**src/design/tdpp_defines.svh**
```systemverilog
// Purpose: Offsets, field positions, reset values and timing counts of the playback block.
// Assumes: Included by its bare name from every design file that needs it.
// Notes:   Definitions only; no logic lives here.
`ifndef TDPP_DEFINES_SVH
`define TDPP_DEFINES_SVH

// Bit positions inside one 32-bit pattern word.
`define TDPP_BIT_PAYLOAD     0
`define TDPP_BIT_BURST       2
`define TDPP_BIT_EVENT       6
`define TDPP_BIT_RESTART     7

// Fixed value of all bits that never change (bit 4 reads one, the rest zero).
`define TDPP_WORD_FIXED      32'h0000_0010

// Timeslot geometry in bit periods.
`define TDPP_SLOT_LAST       8'd155
`define TDPP_SLOT_LAST_GUARD 8'd156
`define TDPP_SLOTS_LAST      3'h7
`define TDPP_FIELD_LEN       16'd57
`define TDPP_FIELD1_START    8'd3
`define TDPP_FIELD2_START    8'd88

// Memory allocation: bytes per block and bytes per word.
`define TDPP_BLOCK_BYTES     1024
`define TDPP_WORD_BYTES      4

// Rate limits in kbit/s (symbol ceiling for each filter width).
`define TDPP_SERIAL_MAX_KBPS 20'd50000
`define TDPP_CEIL_F16_KBPS   20'd50000
`define TDPP_CEIL_F32_KBPS   20'd25000
`define TDPP_CEIL_F64_KBPS   20'd12500

// Clock rate and default bit period.
`define TDPP_CLK_HZ          40000000
`define TDPP_BIT_RATE_HZ     1000000
`define TDPP_BIT_DIV         (`TDPP_CLK_HZ / `TDPP_BIT_RATE_HZ)

// Pseudo-random generator seed.
`define TDPP_PN_SEED         9'h1ff

`endif

```
**src/design/tdpp_pkg.sv**
```systemverilog
// Purpose: Types shared by the playback block.
// Assumes: Nothing beyond the language.
// Notes:   Numbers live in the defines header; only types are here.
package tdpp_pkg;

  // Where the event pulse is placed.
  typedef enum logic [1:0] {
    SYNC_FRAME,
    SYNC_SLOT,
    SYNC_ALL,
    SYNC_NONE
  } tdpp_sync_t;

  // FIR filter width selection.
  typedef enum logic [1:0] {
    FILT_16,
    FILT_32,
    FILT_64,
    FILT_RSVD
  } tdpp_filter_t;

  // Playback sequencer states.
  typedef enum logic {
    ST_IDLE,
    ST_PLAY
  } tdpp_state_t;

endpackage

```
**src/design/tdpp_fifo.sv**
```systemverilog
// Purpose: Small synchronous FIFO that buffers incoming user data bits.
// Assumes: One clock, asynchronous active-low reset.
// Notes:   Depth must be a power of two; read data shows ahead.
`timescale 1ns/10ps
module tdpp_fifo #(
  parameter int W     = 1,
  parameter int DEPTH = 8
) (
  // Clock and reset.
  input  wire logic         clk,
  input  wire logic         arst_n,
  // Fill side.
  input  wire logic         in_valid,
  input  wire logic [W-1:0] in_data,
  output logic              in_ready,
  // Drain side.
  output logic              out_valid,
  output logic [W-1:0]      out_data,
  input  wire logic         out_ready
);

  localparam int AW = $clog2(DEPTH);

  logic [W-1:0] mem [DEPTH];   // Storage words.
  logic [AW-1:0] wr_ptr;       // Next slot to write.
  logic [AW-1:0] rd_ptr;       // Next slot to read.
  logic [AW:0]   count;        // Words held, one bit wider to tell full from empty.
  logic          push;         // Word accepted this cycle.
  logic          pop;          // Word removed this cycle.

  // Empty comes from the count; ready is a flop fed by the count after the edge.
  assign out_valid = (count != '0);
  assign out_data  = mem[rd_ptr];
  assign push      = in_valid && in_ready;
  assign pop       = out_valid && out_ready;

  // Storage has no reset; only written slots are ever read.
  always_ff @(posedge clk)
  begin
    if (push)
    begin
      mem[wr_ptr] <= in_data;
    end
  end

  // Pointers and count.
  always_ff @(posedge clk or negedge arst_n)
  begin
    if (!arst_n)
    begin
      wr_ptr <= '0;
      rd_ptr <= '0;
      count  <= '0;
      in_ready <= 1'b1;
    end
    else
    begin
      in_ready <= (push == pop) ? in_ready : (pop || count != DEPTH[AW:0] - 1'b1);
      if (push)
      begin
        wr_ptr <= wr_ptr + 1'b1;
      end
      if (pop)
      begin
        rd_ptr <= rd_ptr + 1'b1;
      end
      if (push && !pop)
      begin
        count <= count + 1'b1;
      end
      else if (pop && !push)
      begin
        count <= count - 1'b1;
      end
    end
  end

endmodule

```
**src/design/tdpp_playback.sv**
```systemverilog
// Purpose: Builds and plays back framed TDMA pattern words, one word per bit period.
// Assumes: All inputs synchronous to CLK; configuration held while ENABLE is high.
// Notes:   Words are produced on the fly in address order, so no full image is stored.
`timescale 1ns/10ps
`include "tdpp_defines.svh"

// Behaviour
// - User bits fill active slot, frame after frame
// - Active slot word: burst one, user payload
// - Inactive slot word: burst zero, payload free
// - Restart flag ends pattern after last bit
// - Restart at bit seven, final word only
// - Pattern static during playback, reloaded on change (code reloads only after ENABLE drops and rises)
// - 156-bit slots, guard bit every fourth
// - Two 57-bit data fields per slot
// - One 32-bit word per bit period
// - Event at frame, chosen slot or all
// - Each slot has exactly one data source
// - Above 50 Mbps use parallel mode
// - Parallel only for continuous custom stream
// - One bit per symbol always serial
// - Max rate is bits times filter ceiling
// - Eight bits narrow filter reaches 400 Mbps
// - Event widened by bits per symbol in parallel
// - Framed image built, original data kept
// - Memory counted in rounded-up 1024-byte blocks
// - Restart zero advances, one returns to start
// - Only bits 0, 2, 6, 7 vary
module tdpp_playback #(
  parameter int BIT_DIV    = `TDPP_BIT_DIV,
  parameter int ADDR_W     = 21,
  parameter int FIFO_DEPTH = 8
) (
  // Clock and reset.
  input  wire logic              CLK,
  input  wire logic              ARST_N,
  // Configuration, sampled when ENABLE rises.
  input  wire logic              ENABLE,
  input  wire logic [7:0]        SLOT_ON,
  input  wire logic [7:0]        SLOT_USER,
  input  wire logic [1:0]        SYNC_OUT_SELECT,
  input  wire logic [2:0]        SYNC_SLOT,
  input  wire logic [15:0]       FILE_BITS,
  input  wire logic [19:0]       BIT_RATE_KBPS,
  input  wire logic [3:0]        BITS_PER_SYMBOL,
  input  wire logic [1:0]        FILTER_SELECT,
  input  wire logic              CONTINUOUS_STREAM,
  input  wire logic              DIRECT_PATTERN,
  // User data bits.
  input  wire logic              USER_VALID,
  input  wire logic              USER_BIT,
  output logic                   USER_READY,
  // Pattern word stream.
  output logic                   WORD_VALID,
  output logic [31:0]            WORD,
  output logic [ADDR_W-1:0]      ADDR,
  // Pins toward modulator and trigger hardware.
  output logic                   BURST_GATE,
  output logic                   EVENT_OUT,
  // Status.
  output logic                   PLAYING,
  output logic                   PARALLEL_MODE,
  output logic                   RATE_ERROR,
  output logic [15:0]            BLOCKS_NEEDED
);

  localparam int DIV_W = (BIT_DIV > 1) ? $clog2(BIT_DIV) : 1;

  // Ceiling rate of one filter width, in kbit/s per bit of symbol.
  function automatic logic [19:0] ceil_kbps(input logic [1:0] f);
    unique case (f)
      tdpp_pkg::FILT_16: ceil_kbps = `TDPP_CEIL_F16_KBPS;
      tdpp_pkg::FILT_32: ceil_kbps = `TDPP_CEIL_F32_KBPS;
      default:           ceil_kbps = `TDPP_CEIL_F64_KBPS;
    endcase
  endfunction

  // Last bit index of a slot; slots 3 and 7 carry the extra guard bit.
  function automatic logic [7:0] slot_last(input logic [2:0] s);
    slot_last = (s[1:0] == 2'b11) ? `TDPP_SLOT_LAST_GUARD : `TDPP_SLOT_LAST;
  endfunction

  // True when the bit position lies in either data field.
  function automatic logic in_field(input logic [7:0] b);
    in_field = ((b >= `TDPP_FIELD1_START) && (b < (`TDPP_FIELD1_START + 8'd57))) ||
               ((b >= `TDPP_FIELD2_START) && (b < (`TDPP_FIELD2_START + 8'd57)));
  endfunction

  tdpp_pkg::tdpp_state_t state;       // Sequencer state.
  logic [7:0]        cfg_on;          // Latched slot-on mask.
  logic [7:0]        cfg_user;        // Latched user-source mask.
  logic [1:0]        cfg_sync;        // Latched event placement.
  logic [2:0]        cfg_sync_slot;   // Latched slot for slot-sync.
  logic [15:0]       cfg_bits;        // Latched file length in bits.
  logic [3:0]        cfg_width;       // Event width in bit periods.
  logic [DIV_W-1:0]  div_cnt;         // Bit-period divider.
  logic              bit_tick;        // Bit-period enable, held until the word is emitted.
  logic [7:0]        bit_idx;         // Bit position in the slot.
  logic [2:0]        slot_idx;        // Slot in the frame.
  logic [ADDR_W-1:0] addr;            // Word address being built.
  logic [15:0]       bits_left;       // User bits still to place this pass.
  logic              field_ok;        // Current field has enough bits.
  logic              done;            // Last user bit already placed.
  logic [8:0]        pn;              // Pseudo-random register.
  logic [3:0]        ev_cnt;          // Remaining stretched event periods.
  logic              fifo_valid;      // A user bit is waiting.
  logic              fifo_bit;        // That bit.
  logic              fifo_pop;        // Take the bit this period.
  logic              user_slot;       // Current slot is on and fed from the file.
  logic              field_start;     // First bit of a data field.
  logic              take;            // This word carries a user bit.
  logic              frame_end;       // Last word of the frame.
  logic              done_now;        // Pattern end is reached in this frame.
  logic              restart;         // This word carries the restart flag.
  logic              advance;         // Emit one word now.
  logic              ev_start;        // Event begins on this word.
  logic              ev_bit;          // Event bit of this word.
  logic              payload;         // Payload bit of this word.
  logic [31:0]       next_word;       // Word being emitted.
  logic              rate_ok;         // Requested rate is reachable.
  logic              par_req;         // Rate asks for parallel mode.
  logic [19:0]       max_kbps;        // Reachable rate limit.

  // Input bits pass through the FIFO so a slow source is absorbed; when it runs
  // dry the bit clock stalls rather than sending a wrong payload.
  tdpp_fifo #(
    .W     (1),
    .DEPTH (FIFO_DEPTH)
  ) u_fifo (
    .clk       (CLK),
    .arst_n    (ARST_N),
    .in_valid  (USER_VALID),
    .in_data   (USER_BIT),
    .in_ready  (USER_READY),
    .out_valid (fifo_valid),
    .out_data  (fifo_bit),
    .out_ready (fifo_pop)
  );

  // Rate limit and mode choice.
  assign max_kbps = 20'(BITS_PER_SYMBOL * ceil_kbps(FILTER_SELECT));
  assign rate_ok  = (BIT_RATE_KBPS <= max_kbps);
  assign par_req  = (BIT_RATE_KBPS > `TDPP_SERIAL_MAX_KBPS)
                    && (BITS_PER_SYMBOL > 4'd1)
                    && CONTINUOUS_STREAM && !DIRECT_PATTERN;

  // Decode of the word at the current address.
  always_comb
  begin
    user_slot   = cfg_on[slot_idx] && cfg_user[slot_idx];
    field_start = (bit_idx == `TDPP_FIELD1_START) || (bit_idx == `TDPP_FIELD2_START);
    // A field is filled only if the whole field can be filled.
    if (field_start)
    begin
      take = user_slot && !done && (bits_left >= `TDPP_FIELD_LEN);
    end
    else
    begin
      take = user_slot && in_field(bit_idx) && field_ok && !done;
    end
    frame_end = (slot_idx == `TDPP_SLOTS_LAST) && (bit_idx == slot_last(slot_idx));
    // Without any user slot the pattern is a single frame.
    done_now = done || (cfg_user & cfg_on) == 8'h00
               || (take && (bits_left == 16'd1))
               || (field_start && user_slot && (bits_left < `TDPP_FIELD_LEN));
    restart  = frame_end && done_now;
    advance  = (state == tdpp_pkg::ST_PLAY) && bit_tick && !(take && !fifo_valid);
    fifo_pop = advance && take;
    // Event placement follows the sync selection.
    unique case (cfg_sync)
      tdpp_pkg::SYNC_FRAME: ev_start = (bit_idx == 8'd0) && (slot_idx == 3'd0);
      tdpp_pkg::SYNC_SLOT:  ev_start = (bit_idx == 8'd0) && (slot_idx == cfg_sync_slot);
      tdpp_pkg::SYNC_ALL:   ev_start = (bit_idx == 8'd0);
      default:              ev_start = 1'b0;
    endcase
    ev_bit = ev_start || (ev_cnt != 4'd0);
    // Inactive slots and control positions of user slots send zero payload.
    if (take)
    begin
      payload = fifo_bit;
    end
    else if (cfg_on[slot_idx] && !cfg_user[slot_idx])
    begin
      payload = pn[0];
    end
    else
    begin
      payload = 1'b0;
    end
    next_word = `TDPP_WORD_FIXED;
    next_word[`TDPP_BIT_PAYLOAD] = payload;
    next_word[`TDPP_BIT_BURST]   = cfg_on[slot_idx];
    next_word[`TDPP_BIT_EVENT]   = ev_bit;
    next_word[`TDPP_BIT_RESTART] = restart;
  end

  // Bit-period divider; it idles while stopped so the first word is a full period late.
  always_ff @(posedge CLK or negedge ARST_N)
  begin
    if (!ARST_N)
    begin
      div_cnt  <= '0;
      bit_tick <= 1'b0;
    end
    else if (state != tdpp_pkg::ST_PLAY)
    begin
      div_cnt  <= '0;
      bit_tick <= 1'b0;
    end
    else if (bit_tick && !advance)
    begin
      // Hold the enable while the FIFO is empty so no period is lost.
      bit_tick <= 1'b1;
    end
    else if (div_cnt == DIV_W'(BIT_DIV - 1))
    begin
      div_cnt  <= '0;
      bit_tick <= 1'b1;
    end
    else
    begin
      div_cnt  <= div_cnt + 1'b1;
      bit_tick <= 1'b0;
    end
  end

  // Sequencer and configuration capture; a change of format needs ENABLE to drop.
  always_ff @(posedge CLK or negedge ARST_N)
  begin
    if (!ARST_N)
    begin
      state         <= tdpp_pkg::ST_IDLE;
      cfg_on        <= 8'h00;
      cfg_user      <= 8'h00;
      cfg_sync      <= 2'h0;
      cfg_sync_slot <= 3'h0;
      cfg_bits      <= 16'h0000;
      cfg_width     <= 4'h1;
      PARALLEL_MODE <= 1'b0;
      RATE_ERROR    <= 1'b0;
    end
    else
    begin
      unique case (state)
        tdpp_pkg::ST_IDLE:
        begin
          RATE_ERROR <= ENABLE && !rate_ok;
          // Refuse to start on an unreachable rate.
          if (ENABLE && rate_ok)
          begin
            state         <= tdpp_pkg::ST_PLAY;
            cfg_on        <= SLOT_ON;
            cfg_user      <= SLOT_USER;
            cfg_sync      <= SYNC_OUT_SELECT;
            cfg_sync_slot <= SYNC_SLOT;
            cfg_bits      <= FILE_BITS;
            PARALLEL_MODE <= par_req;
            cfg_width     <= par_req ? BITS_PER_SYMBOL : 4'h1;
          end
        end
        tdpp_pkg::ST_PLAY:
        begin
          // Inputs are ignored until playback stops.
          if (!ENABLE)
          begin
            state <= tdpp_pkg::ST_IDLE;
          end
        end
      endcase
    end
  end

  // Slot, bit and address counters.
  always_ff @(posedge CLK or negedge ARST_N)
  begin
    if (!ARST_N)
    begin
      bit_idx  <= 8'h00;
      slot_idx <= 3'h0;
      addr     <= '0;
    end
    else if (state != tdpp_pkg::ST_PLAY)
    begin
      bit_idx  <= 8'h00;
      slot_idx <= 3'h0;
      addr     <= '0;
    end
    else if (advance)
    begin
      if (restart)
      begin
        addr <= '0;
      end
      else
      begin
        addr <= addr + 1'b1;
      end
      if (bit_idx == slot_last(slot_idx))
      begin
        bit_idx  <= 8'h00;
        slot_idx <= slot_idx + 1'b1;
      end
      else
      begin
        bit_idx <= bit_idx + 1'b1;
      end
    end
  end

  // User-bit bookkeeping for one pass through the file.
  always_ff @(posedge CLK or negedge ARST_N)
  begin
    if (!ARST_N)
    begin
      bits_left <= 16'h0000;
      field_ok  <= 1'b0;
      done      <= 1'b0;
    end
    else if (state != tdpp_pkg::ST_PLAY)
    begin
      bits_left <= FILE_BITS;
      field_ok  <= 1'b0;
      done      <= 1'b0;
    end
    else if (advance)
    begin
      if (restart)
      begin
        // The source replays its retained copy from the first bit.
        bits_left <= cfg_bits;
        field_ok  <= 1'b0;
        done      <= 1'b0;
      end
      else
      begin
        if (field_start)
        begin
          field_ok <= take;
        end
        if (take)
        begin
          bits_left <= bits_left - 16'd1;
        end
        done <= done_now;
      end
    end
  end

  // Pseudo-random source for slots without a user file, and event stretch count.
  always_ff @(posedge CLK or negedge ARST_N)
  begin
    if (!ARST_N)
    begin
      pn     <= `TDPP_PN_SEED;
      ev_cnt <= 4'h0;
    end
    else if (advance)
    begin
      if (cfg_on[slot_idx] && !cfg_user[slot_idx])
      begin
        pn <= {pn[4] ^ pn[0], pn[8:1]};
      end
      if (ev_start)
      begin
        ev_cnt <= cfg_width - 4'd1;
      end
      else if (ev_cnt != 4'd0)
      begin
        ev_cnt <= ev_cnt - 4'd1;
      end
    end
  end

  // Registered outputs; BURST_GATE and EVENT_OUT hold for the whole bit period.
  always_ff @(posedge CLK or negedge ARST_N)
  begin
    if (!ARST_N)
    begin
      WORD_VALID    <= 1'b0;
      WORD          <= `TDPP_WORD_FIXED;
      ADDR          <= '0;
      BURST_GATE    <= 1'b0;
      EVENT_OUT     <= 1'b0;
      PLAYING       <= 1'b0;
      BLOCKS_NEEDED <= 16'h0000;
    end
    else
    begin
      WORD_VALID <= advance;
      PLAYING    <= (state == tdpp_pkg::ST_PLAY);
      if (state != tdpp_pkg::ST_PLAY)
      begin
        BURST_GATE <= 1'b0;
        EVENT_OUT  <= 1'b0;
      end
      else if (advance)
      begin
        WORD       <= next_word;
        ADDR       <= addr;
        BURST_GATE <= next_word[`TDPP_BIT_BURST];
        EVENT_OUT  <= next_word[`TDPP_BIT_EVENT];
        // Blocks = ceil(words * 4 / 1024), taken from the length of the last pass.
        if (restart)
        begin
          BLOCKS_NEEDED <= 16'(((32'(addr) + 32'd1) * `TDPP_WORD_BYTES
                                + `TDPP_BLOCK_BYTES - 1) / `TDPP_BLOCK_BYTES);
        end
      end
    end
  end

endmodule

```
**config.mk**
```make
export PLATFORM = sky130hd
export DESIGN_NAME = tdpp_playback
export DESIGN_NICKNAME = d
export VERILOG_FILES = /design/src/design/tdpp_pkg.sv /design/src/design/tdpp_fifo.sv /design/src/design/tdpp_playback.sv
export VERILOG_INCLUDE_DIRS = /design/src /design/src/design
export SDC_FILE = /design/constraint.sdc
export NUM_CORES = 1
export LEC_CHECK = 0
export BUFFER_PORTS_ARGS = -buffer_cell sky130_fd_sc_hd__buf_2
export CELL_PAD_IN_SITES_DETAIL_PLACEMENT = 1
export CELL_PAD_IN_SITES_GLOBAL_PLACEMENT = 1
export CORE_UTILIZATION = 47
export CTS_BUF_LIST = sky130_fd_sc_hd__clkbuf_8
export DETAILED_ROUTE_END_ITERATION = 6
export PLACE_DENSITY_LB_ADDON = 0.3
export SETUP_SLACK_MARGIN = 0.15
export SLEW_MARGIN = 20
export SYNTH_ARGS = -nofsm -noshare
export SYNTH_HDL_FRONTEND = slang
export SYNTH_SLANG_ARGS = --single-unit
```
**constraint.sdc**
```tcl
create_clock -name CLK -period 4.5 [get_ports CLK]
set_input_delay 0.675 -clock CLK [delete_from_list [all_inputs] [get_ports CLK]]
set_output_delay 0.675 -clock CLK [all_outputs]
set_load 0.005 [all_outputs]
```
Word-level counts from Yosys, hierarchy flattened
Memories as Yosys holds them, arrays and structs flattened. Index checks and enable logic that the tools add are counted.

Flip-flop bits (word level): 170. Memories: 1. Memory bits (writable): 8. Logic and storage cells: 190. Bits of input ports: 70. Output and inout port bits: 76.

Memories: u_fifo.mem (depth 8, width 1, read ports 1, clocked after memory_dff 0, wr ports 1, line tdpp_fifo.sv:24) `logic [W-1:0] mem [DEPTH];`.

$lt $le $gt $ge: 10. Eq/ne operators: 18. $add $sub $neg: 14. Reduce and logical (&&, ||, !) cells: 63. Multiply operators: 1. Muxes and demuxes: 50. Bitwise gates (word level): 3.

Operators by type and width (count): $mux W16 (4); $mux W21 (3); $pmux W16 S2 (1); $logic_and A1 B1 Y1 (30); $sub A25 B1 Y26 const B (1); $add A24 B11 Y25 const B (1); $mux W8 (3); $mux W1 (23); $add A21 B1 Y22 const B (1); $add A21 B1 Y21 const B (1); $gt A20 B16 Y1 const B (1); $le A20 B20 Y1 (1); $mul A4 B20 Y20 (1); $mux W4 (5); $mux W6 (3); $eq A16 B1 Y1 const B (1); $ge A16 B6 Y1 const B (1); $logic_not A8 Y1 (2); $lt A16 B6 Y1 const B (1); $sub A16 B1 Y16 const B (1); $reduce_and A2 Y1 (7); $mux W3 (4); $sub A4 B1 Y4 const B (3); $add A3 B1 Y3 const B (3); 35 further kinds (57).

Logic depth before layout (Yosys ltp)
Gate-level depths: netlist (run 1).

Depth in word-level cells: 15. Gate-level depth with buffers: 27. Depth with buffers taken out: 25.

Hierarchy
From an unflattened synthesis (run 1), not the netlist that was laid out.

Cell total of the unflattened synthesis: 1207. Area, all modules: 11212.0 um2.

Modules (own cells, without submodules): tdpp_playback (instances 1, area each 10244.8 um2, cells each 1129, seq. area each 3966.3 um2); tdpp_fifo (instances 1, area each 967.2 um2, cells each 78, seq. area each 516.7 um2).

Worst setup path after synthesis (run 1)
No wires, ideal clock.

Path type: input to register. Start point: input port FILTER_SELECT[1]. End point: register cfg_on[0]. Path buffers: 2. Stages: 25. Setup slack: -1.523 ns. Arrival: 5.899 ns. Data required time: 4.375 ns. Setup time: 0.125 ns. Path through: clkbuf_1 nand2b_1 inv_1 nand2_1 fa_1 fa_1 inv_1 ha_1 a21o_1 a21oi_1 nor2b_1 o21ai_0 a211oi_1 o311ai_0 nand2_1 xnor2_1 ha_1 nand4_1 nor2_1 nand2_1 nor3_1 nand4_1 a21oi_1 clkbuf_1 mux2_2.

Longest elaborated chain between the ends: 6. Elaborated cells on any way between the ends: 7. Classes of those cells: mul (1); order compare (1); eq/ne (1); mux (1); reduce/logical (3).

Ends and longest elaborated chain: from (decl) (line tdpp_playback.sv:46) `input wire logic [1:0] FILTER_SELECT,`; $eq A2 B1 Y1 or $logic_not A2 Y1 (tied branches) (line tdpp_playback.sv:71) `unique case (f)`; $pmux W16 S2 (*) (line tdpp_playback.sv:71); $mul A4 B20 Y20 (*) (line tdpp_playback.sv:141) `assign max_kbps = 20'(BITS_PER_SYMBOL * ceil_kbps(FILTER_SELECT));`; $le A20 B20 Y1 (*) (line tdpp_playback.sv:142) `assign rate_ok = (BIT_RATE_KBPS <= max_kbps);`; $logic_and A1 B1 Y1 (*) (line tdpp_playback.sv:249) `if (ENABLE && rate_ok)`; $reduce_and A2 Y1 (no source line) (*); to (signal assigned) (line tdpp_playback.sv:233) `cfg_on <= 8'h00;`; to (signal assigned) (line tdpp_playback.sv:252) `cfg_on <= SLOT_ON;`; to (decl) (line tdpp_playback.sv:90) `logic [7:0] cfg_on;`.

Mark *: on every way between the ends. The rest lies on a longest branch, timed or not. A chain may end at the register's enable or synchronous reset.

Worst setup path after layout (run 1)
Start point: input port FILTER_SELECT[1]. End point: register cfg_user[5].

Longest elaborated chain between the ends: 6. Elaborated cells on any way between the ends: 7. Classes of those cells: mul (1); order compare (1); eq/ne (1); mux (1); reduce/logical (3).

Ends and longest elaborated chain: $eq A2 B1 Y1 or $logic_not A2 Y1 (tied branches) (line tdpp_playback.sv:71); $pmux W16 S2 (*) (line tdpp_playback.sv:71); $mul A4 B20 Y20 (*) (line tdpp_playback.sv:141); $le A20 B20 Y1 (*) (line tdpp_playback.sv:142); $logic_and A1 B1 Y1 (*) (line tdpp_playback.sv:249); $reduce_and A2 Y1 (no source line) (*); to (signal assigned) (line tdpp_playback.sv:234) `cfg_user <= 8'h00;`; to (signal assigned) (line tdpp_playback.sv:253) `cfg_user <= SLOT_USER;`; to (decl) (line tdpp_playback.sv:91) `logic [7:0] cfg_user;`.

Marks and branches as above.

==> results of run 1 <==
-- per-stage QoR --
step / instances / hold slack, ns / setup slack [ns]
after floorplan: 1190 / 0.379 / -0.825
after global placement: 1621 / 0.454 / -1.25
after detailed placement: 1621 / 0.459 / -1.48
after CTS: 1669 / 0.325 / -0.790
after global routing: 1673 / 0.352 / -1.13
final: 1673 / 0.283 / -0.991
-- synth_stat cells, types with 22 or more instances --
cell      number  area, um^2
dfrtp_1      158        3950
o21ai_0       50         250
inv_1         60         225
xnor2_1       48         420
nand3_1       27         135
mux2_2        63         709
nor2_1        59         221
a21oi_1       61         305
nand2_1      148         556
clkbuf_1      22        82.6
buf_4         37         278
nor3_1        29         145
xor2_1        23         201
ha_1          62         776
-- routing by layer --
metal	GRT usage, %	wire (um)	up-vias
met5	0	0	-
met4	7.95	624	0
met3	3.74	989	45
met2	48.0	16700	199
met1	33.4	14200	4716
li1	-	-	4366
-- cells by family after synthesis --
group                    Yosys count  synth area share, %
AND/OR/NAND/NOR                  384                 17.3
AO/OA/AOI/OAI                    220                 12.6
flip-flops                       177                 39.6
buffers and inverters            145                 6.48
multiplexers                      88                 9.18
adder cells (fa/ha/maj)           76                 9.32
XOR/XNOR                          71                 5.49
other                              2               0.0663
-- state kept, by name, indices dropped and copies added (netlist names), 6 cells and up --
name           cells
cfg_bits          16
cfg_user           8
cfg_on             8
ADDR              21
u_fifo.mem         8
bit_idx            8
addr              21
bits_left         16
div_cnt            6
pn                 9
BLOCKS_NEEDED     15
-- layout make-up --
class                      count  area, um^2  area share [%]
clock buffer                  17         234            1.72
tap                          319         399            2.94
multi-input combinational    868        6590            48.5
timing repair buffer         216        1480            10.9
clock inverter                15         168            1.23
sequential                   177        4480            33.0
inverter                      61         231            1.70
-- how the worst max path moves through the flow --
stage / from / endpoint / slack, ns / cells past startpoint
finish: FILTER_SELECT[1] / cfg_user[5] / -0.99 / 30
detailed placement: FILTER_SELECT[1] / cfg_bits[4] / -1.48 / 26
CTS: FILTER_SELECT[1] / cfg_user[5] / -0.79 / 29
global route: FILTER_SELECT[1] / cfg_user[5] / -1.13 / 29
floorplan: FILTER_SELECT[1] / PARALLEL_MODE / -0.83 / 25
global placement: FILTER_SELECT[1] / cfg_bits[7] / -1.25 / 24
-- critical path: cells and delay by family --
kind            cells  cell delay [ns]
fa+ha+maj           4             1.42
compound gates      7             1.38
simple gates        9             1.02
buf+inv             8             0.89
mux                 1             0.31
xor+xnor            1             0.14
-- report_power, final --
group          internal [uW]  total [uW]  switching (uW)
Clock                    464        1140             681
Combinational            688        1370             682
Sequential              1770        1940             171
-- what timing repair did --
item                                    4_1_cts  5_1_grt
gates resized for setup                      49       19
setup buffers                                13        4
pin swaps                                    30       25
gates cloned                                  3        0
endpoints found under the setup margin       44       44
==> metrics.csv, run 1 <==
metric,value,unit
drv_cap,0,
drtAntennaViolNets,0,
path_clk_slew,0.11,ns
fillers,2736,
post-route-drc-count,0,
grt_max_degree,101,
endpoint_kind,flip-flop,
async_reset_ff_share,95.5,%
grt_pass1_vias,9954,
ir_worst_vdd,0.212,mV
wire_per_inst,19.5,um
clock_path_buffers,2,
setup_viol,44,
synthesis.area,0.0113,mm^2
clk_latency,0.48,ns
clockRootBuffer,clkbuf_8,
arrival,5.85,ns
yosys_warnings,0,
max_freq,0.182,GHz
slew_viol_final,0,
crit_top_cell,buf_6,
crit_slowest_cell,fa_1,
via_per_inst,5.57,
dr.pass1.iters,4,
avgSynthCellArea,9.74,um^2
crit_path_max_fanout,8,
p_total,4460,uW
portBuffers,116,
vias,9326,
routed_wl,32500,um
clock-sinks,177,
initial_core_util,48.1,%
die_area,0.0247,mm^2
die_h,157,um
fin_area,0.0136,mm^2
drive_above_1_share,29.4,%
grt_pass1_wl,51800,um
insertedDiodeCount,0,
powerDensity,328,mW/mm^2
place_area,0.0127,mm^2
mostFrequentLayoutCells,"dfrtp_1 (158), nand2_1 (144), buf_2 (114), buf_4 (86), ha_1 (58)",
hold_viol_final,0,
violations,setup timing,
max-slew-margin-rel,29.6,%
cts_buffers,17,
yosys_register_bits,177,
grt_use_total,26.8,%
rr_startpoint,slot_idx[1],
path_class,input pin to flip-flop,
synth_ff_type,dfrtp_1,
fin_crit_sh,122,%
gp_congestion,0.841,
cp.required,4.86,ns
rsz0062_at_grt,true,
dr.first_iter.drc_count,432,
worstMarginPinSlew,1.04,ns
antenna_found_initial,0,
overflow,0,
r2r_slack,0.65,ns
r2r-end,bits_left[12],
netlist_instances,1163,
final_util,57.7,%
fin_setup_tns,-40.79,ns
yosys.cell_types.count,92,
rows,56,
cts_tree,done,
hold_buffers,0,
fin_crit,5.49,ns
max_stage_delay,0.61,ns
final_common_cell,dfrtp_1,
final_nets,1487,
die_w,157,um
p_leak,0.00644,uW
hold_path.class,input pin to async pin,
syn_to_final_growth,20.0,%
worst_clock_skew,0.0190,ns
htreeDepth,4,
pin_count,146,
hpwl,21900,um
status,"complete, but fails checks",
setup_slack,-0.991,ns
ys_seq_area_share,39.6,%
synth-edff-count,8,
core-area,0.0235,mm^2
ff2ff_path_depth,9,
setup.worst_path.start_class,input pin,
No activity file was read; power rests on OpenSTA's default activity.
==> inputs of run 2 (changes only) <==
--- a/config.mk
+++ b/config.mk
@@ -14,6 +14,7 @@
 export DETAILED_ROUTE_END_ITERATION = 6
 export PLACE_DENSITY_LB_ADDON = 0.3
 export SETUP_SLACK_MARGIN = 0.15
+export SKIP_CTS_REPAIR_TIMING = 1
 export SLEW_MARGIN = 20
 export SYNTH_ARGS = -nofsm -noshare
 export SYNTH_HDL_FRONTEND = slang
==> metrics.csv, run 2 (synthesis gave the netlist of run 1 again) <==
metric,value,unit
hpwl,21900,um
drtAntennaViolNets,0,
dr.pass1.iters,5,
grt_use_total,25.1,%
setup_viol,44,
power_frac_seq,44.0,%
multi_input_area,0.00658,mm^2
slew_viol_final,0,
powerDensity,327,mW/mm^2
path_clk_slew,0.11,ns
overflow,0,
clock-sinks,177,
worstMarginPinSlew,1.01,ns
setup.worst_path.start_class,input pin,
cts_tree,done,
grt_pass1_wl,49100,um
final_nets,1480,
final_cell_count_no_fill,1666,
wire_per_inst,18.9,um
endpoint_kind,flip-flop,
p_switching,1490,uW
initial_core_util,48.1,%
via_per_inst,5.61,
place_inst,1621,
hold_path.class,input pin to async pin,
p_clk_share,26.0,%
grt_max_degree,101,
p_total,4400,uW
htreeDepth,4,
pin_count,146,
fin_crit,5.39,ns
max_freq,0.185,GHz
max-slew-margin-rel,31.8,%
p_comb_share,30.1,%
max_stage_delay,0.54,ns
ff_latch_area,0.00448,mm^2
rows,56,
final_common_cell,dfrtp_1,
die_w,157,um
drive_above_1_share,28.8,%
p_leak,0.00638,uW
grt_pass1_vias,9680,
insertedDiodeCount,0,
fin_crit_sh,120,%
gp_congestion,0.841,
mostFrequentLayoutCells,"dfrtp_1 (158), nand2_1 (144), buf_2 (114), buf_4 (83), ha_1 (59)",
swShare,33.8,%
vias,9340,
core-area,0.0235,mm^2
fillers,2745,
clock_path_buffers,2,
crit_slowest_cell,fa_2,
largestRegisters,"ADDR (21), addr (21)",
final_util,57.3,%
antenna_found_initial,0,
worst_clock_skew,0.0192,ns
clk_latency,0.48,ns
routed_wl,31500,um
violations,setup timing,
cts_buffers,17,
ir_worst_vdd,0.210,mV
post-route-drc-count,0,
syn_to_final_growth,19.1,%
crit_path_max_fanout,8,
dp_slack,-1.48,ns
setup_slack,-0.891,ns
die_h,157,um
die_area,0.0247,mm^2
hold_viol_final,0,
p_int,2920,uW
drv_cap,0,
arrival,5.76,ns
clockRootBuffer,clkbuf_8,
dr.first_iter.drc_count,358,
status,"complete, but fails checks",
path_class,input pin to flip-flop,
rsz0062_at_grt,true,
cp.required,4.87,ns
portBuffers,116,
run 2: changes by cell type in the layout (fill, tap and decap cells not counted), sizes merged:
cell	change
clkbuf	+2
buf	-9
run 2: through the flow:
stage	setup TNS (ns)	area [um^2]	hold slack [ns]
global route	-42.72	13500	0.351
floorplan	-34.19	11600	0.379
finish	-35.93	13500	0.284
detailed placement	-62.16	12700	0.459
global placement	-52.31	12700	0.454
CTS	-40.84	13100	0.325
run 2: layout make-up:
class | count | share of cell area (%)
Clock buffer | 17 | 1.73
Clock inverter | 15 | 1.24
Inverter | 61 | 1.72
Multi-Input combinational cell | 868 | 48.8
Sequential cell | 177 | 33.2
Tap cell | 319 | 2.96
Timing Repair Buffer | 209 | 10.3
run 2: final timing paths:
check,from,to,slack (ns),depth (start not counted)
worst max register to register,slot_idx[1],bits_left[12],0.72,9
worst min register to register,ADDR[19],ADDR[19],0.48,2
worst min-delay path,ARST_N,ADDR[7],0.28,1
max in group asynchronous,ARST_N,BURST_GATE,3.26,2
worst max-delay path,FILTER_SELECT[1],cfg_user[5],-0.89,29
min in group CLK,SLOT_ON[2],cfg_on[2],0.43,2
run 2: critical path: cells and delay by family:
family / cells / cell delay [ns]
compound gates: 9 / 1.48
xor+xnor: 1 / 0.13
fa+ha+maj: 4 / 1.50
buf+inv: 8 / 1.08
mux: 1 / 0.31
simple gates: 6 / 0.56
run 2: power by group through the flow:
| stage | Combinational [uW] | Sequential [uW] | Clock, uW |
|---|---|---|---|
| floorplan | 792 | 1890 | 0 |
| global placement | 1090 | 1940 | 0 |
| detailed placement | 1150 | 1950 | 0 |
| CTS | 1170 | 1920 | 1170 |
| global route | 1440 | 1950 | 1240 |
| finish | 1320 | 1940 | 1140 |
run 2: layer usage:
layer / track usage (%) / vias up / share of wire, % / wire (um)
met5: 0 / - / 0 / 0
met4: 7.12 / 0 / 1.7 / 528
met3: 3.61 / 43 / 3.6 / 1130
met2: 44.1 / 218 / 50 / 15900
met1: 32.0 / 4726 / 44 / 13900
li1: - / 4353 / - / -
==> inputs of run 3 (changes only) <==
--- a/config.mk
+++ b/config.mk
@@ -7,12 +7,13 @@
 export NUM_CORES = 1
 export LEC_CHECK = 0
 export BUFFER_PORTS_ARGS = -buffer_cell sky130_fd_sc_hd__buf_2
+export CAP_MARGIN = 20
 export CELL_PAD_IN_SITES_DETAIL_PLACEMENT = 1
 export CELL_PAD_IN_SITES_GLOBAL_PLACEMENT = 1
-export CORE_UTILIZATION = 47
+export CORE_UTILIZATION = 50
 export CTS_BUF_LIST = sky130_fd_sc_hd__clkbuf_8
 export DETAILED_ROUTE_END_ITERATION = 6
-export PLACE_DENSITY_LB_ADDON = 0.3
+export PLACE_DENSITY_LB_ADDON = 0.15
 export SETUP_SLACK_MARGIN = 0.15
 export SKIP_CTS_REPAIR_TIMING = 1
 export SLEW_MARGIN = 20
==> constraint.sdc (replaced) <==
create_clock -name CLK -period 6.7 [get_ports CLK]
set_input_delay 1.005 -clock CLK [delete_from_list [all_inputs] [get_ports CLK]]
set_output_delay 1.005 -clock CLK [all_outputs]
set_load 0.005 [all_outputs]
==> metrics.csv, run 3 (synthesis gave the netlist of run 1 again) <==
metric,value,unit
via_per_inst,5.70,
grt_pass1_wl,47800,um
crit_path_start,FILTER_SELECT[1],
hold_depth,2,
crit_top_cell,nand2_1,
violations,DRC,
die_w,153,um
final_nets,1395,
arrival,6.44,ns
mostFrequentLayoutCells,"dfrtp_1 (158), nand2_1 (148), buf_2 (115), mux2_2 (63), ha_1 (62)",
endpoint,cfg_bits[1],
rsz0062_at_grt,false,
gp_congestion,0.868,
hold_path.class,flip-flop to flip-flop,
setup.worst_path.start_class,input pin,
ir_worst_vdd,0.138,mV
rows,54,
largestRegisters,"ADDR (21), addr (21)",
dr.first_iter.drc_count,449,
antenna_found_initial,0,
r2r-end,bits_left[11],
drv_cap,0,
cp.required,7.07,ns
clk_latency,0.49,ns
clockRootBuffer,clkbuf_8,
hpwl,20500,um
die_h,153,um
crit_path_max_fanout,28,
dr_wl_met3,917,um
grt_max_degree,113,
p_clk_share,27.9,%
status,"complete, but fails checks",
top_layer,met4,
endpoint_kind,flip-flop,
cp_top_family,adder cells,
worstMarginPinSlew,1.11,ns
slew_viol_final,0,
swShare,34.3,%
drtAntennaViolNets,0,
fin_setup_tns,0,ns
cts_tree,done,
vias,8794,
htreeDepth,4,
p_comb_share,24.5,%
cts_buffers,17,
overflow,0,
setup_viol,0,
powerDensity,219,mW/mm^2
hold_viol_final,0,
pin_count,146,
worst_clock_skew,0.0186,ns
grt_use_total,25.3,%
max_stage_delay,0.55,ns
routed_wl,28000,um
wl_met2,13400,um
portBuffers,116,
ff2ff_path_depth,9,
crit_chain,"buf_2, nor2b_1, nand2_1, fa_1, fa_1, inv_1, ha_1, a21o_1, a21oi_1, nor2b_1, o21ai_1, a211oi_1, o311ai_0, nand2_1, xnor2_1, ha_1, nand4_1, nor2_1, nand2_1, nor3_1, nand4_1, a21oi_4, buf_12, mux2_2",
fillers,2553,
r2r_slack,2.41,ns
initial_core_util,51.4,%
clock-sinks,177,
path_class,input pin to flip-flop,
met1_length,13200,um
drive_above_1_share,21.2,%
final_util,56.1,%
ff_latch_area,0.00448,mm^2
p_int,1770,uW
path_clk_slew,0.10,ns
clock_path_buffers,2,
critPathBufInv,3,
final_common_cell,dfrtp_1,
die_area,0.0233,mm^2
fin_crit,6.07,ns
insertedDiodeCount,0,
syn_to_final_growth,9.11,%
wire_per_inst,18.1,um
fin_crit_sh,90.6,%
rr_startpoint,slot_idx[1],
max_freq,0.165,GHz
cp.depth,24,
max-slew-margin-rel,25.5,%
power_frac_seq,47.6,%
p_leak,0.00577,uW
post-route-drc-count,8,
p_switching,927,uW
grt_pass1_vias,9378,
crit_slowest_cell,fa_1,
multi_input_area,0.00623,mm^2
core-area,0.0220,mm^2
dr.pass1.iters,7,
-- run 3: changes by cell type in the layout (fill, tap and decap cells not counted), sizes merged --
cell | before | now
buf | 207 | 123
bufinv | 1 | 0
clkbuf | 19 | 18
clkinv | 4 | 8
clkinvlp | 3 | 2
inv | 68 | 66
-- run 3: layer usage --
metal	vias to the layer above	track usage (%)
li1	4185	-
met1	4397	34.5
met2	182	42.7
met3	30	3.04
met4	0	7.41
met5	-	0
-- run 3: worst min-delay path by stage --
stage | from | end | slack, ns
4_1_cts | ADDR[11] | ADDR[11] | 0.49
3_3_place_gp | WORD[7] | WORD[7] | 0.45
6_report | ADDR[11] | ADDR[11] | 0.48
2_1_floorplan | state | PLAYING | 0.41
3_5_place_dp | ADDR[11] | ADDR[11] | 0.46
5_1_grt | WORD[7] | WORD[7] | 0.50
-- run 3: area by class of cell --
cell class	instances	area share (%)
Clock inverter	15	1.39
Tap cell	280	2.83
Sequential cell	177	36.3
Multi-Input combinational cell	868	50.4
Inverter	61	1.85
Clock buffer	17	1.89
Timing Repair Buffer	124	5.36
-- run 3: worst min-delay path, delay by kind of cell, from the launching register on --
family           cells  cell delay [ns]
DFF                  1             0.35
and+or+nand+nor      2             0.10
-- run 3: power groups by stage --
| stage | clock network, uW | logic (uW) | registers (uW) |
|---|---|---|---|
| floorplan | 0 | 487 | 1270 |
| global placement | 0 | 626 | 1300 |
| detailed placement | 0 | 659 | 1300 |
| CTS | 769 | 666 | 1290 |
| global route | 800 | 744 | 1300 |
| finish | 752 | 662 | 1290 |
-- run 3: metrics by stage --
step / instances / area, um^2 / setup WS, ns / total power [uW] / hold slack, ns
6_report: 1542 / 12400 / 0.631 / 2700 / 0.479
5_1_grt: 1542 / 12400 / 0.215 / 2850 / 0.497
4_1_cts: 1542 / 12300 / 0.514 / 2720 / 0.485
3_5_place_dp: 1510 / 11900 / 0.0439 / 1960 / 0.460
3_3_place_gp: 1510 / 11900 / 0.285 / 1920 / 0.454
2_1_floorplan: 1190 / 11400 / 0.347 / 1760 / 0.408
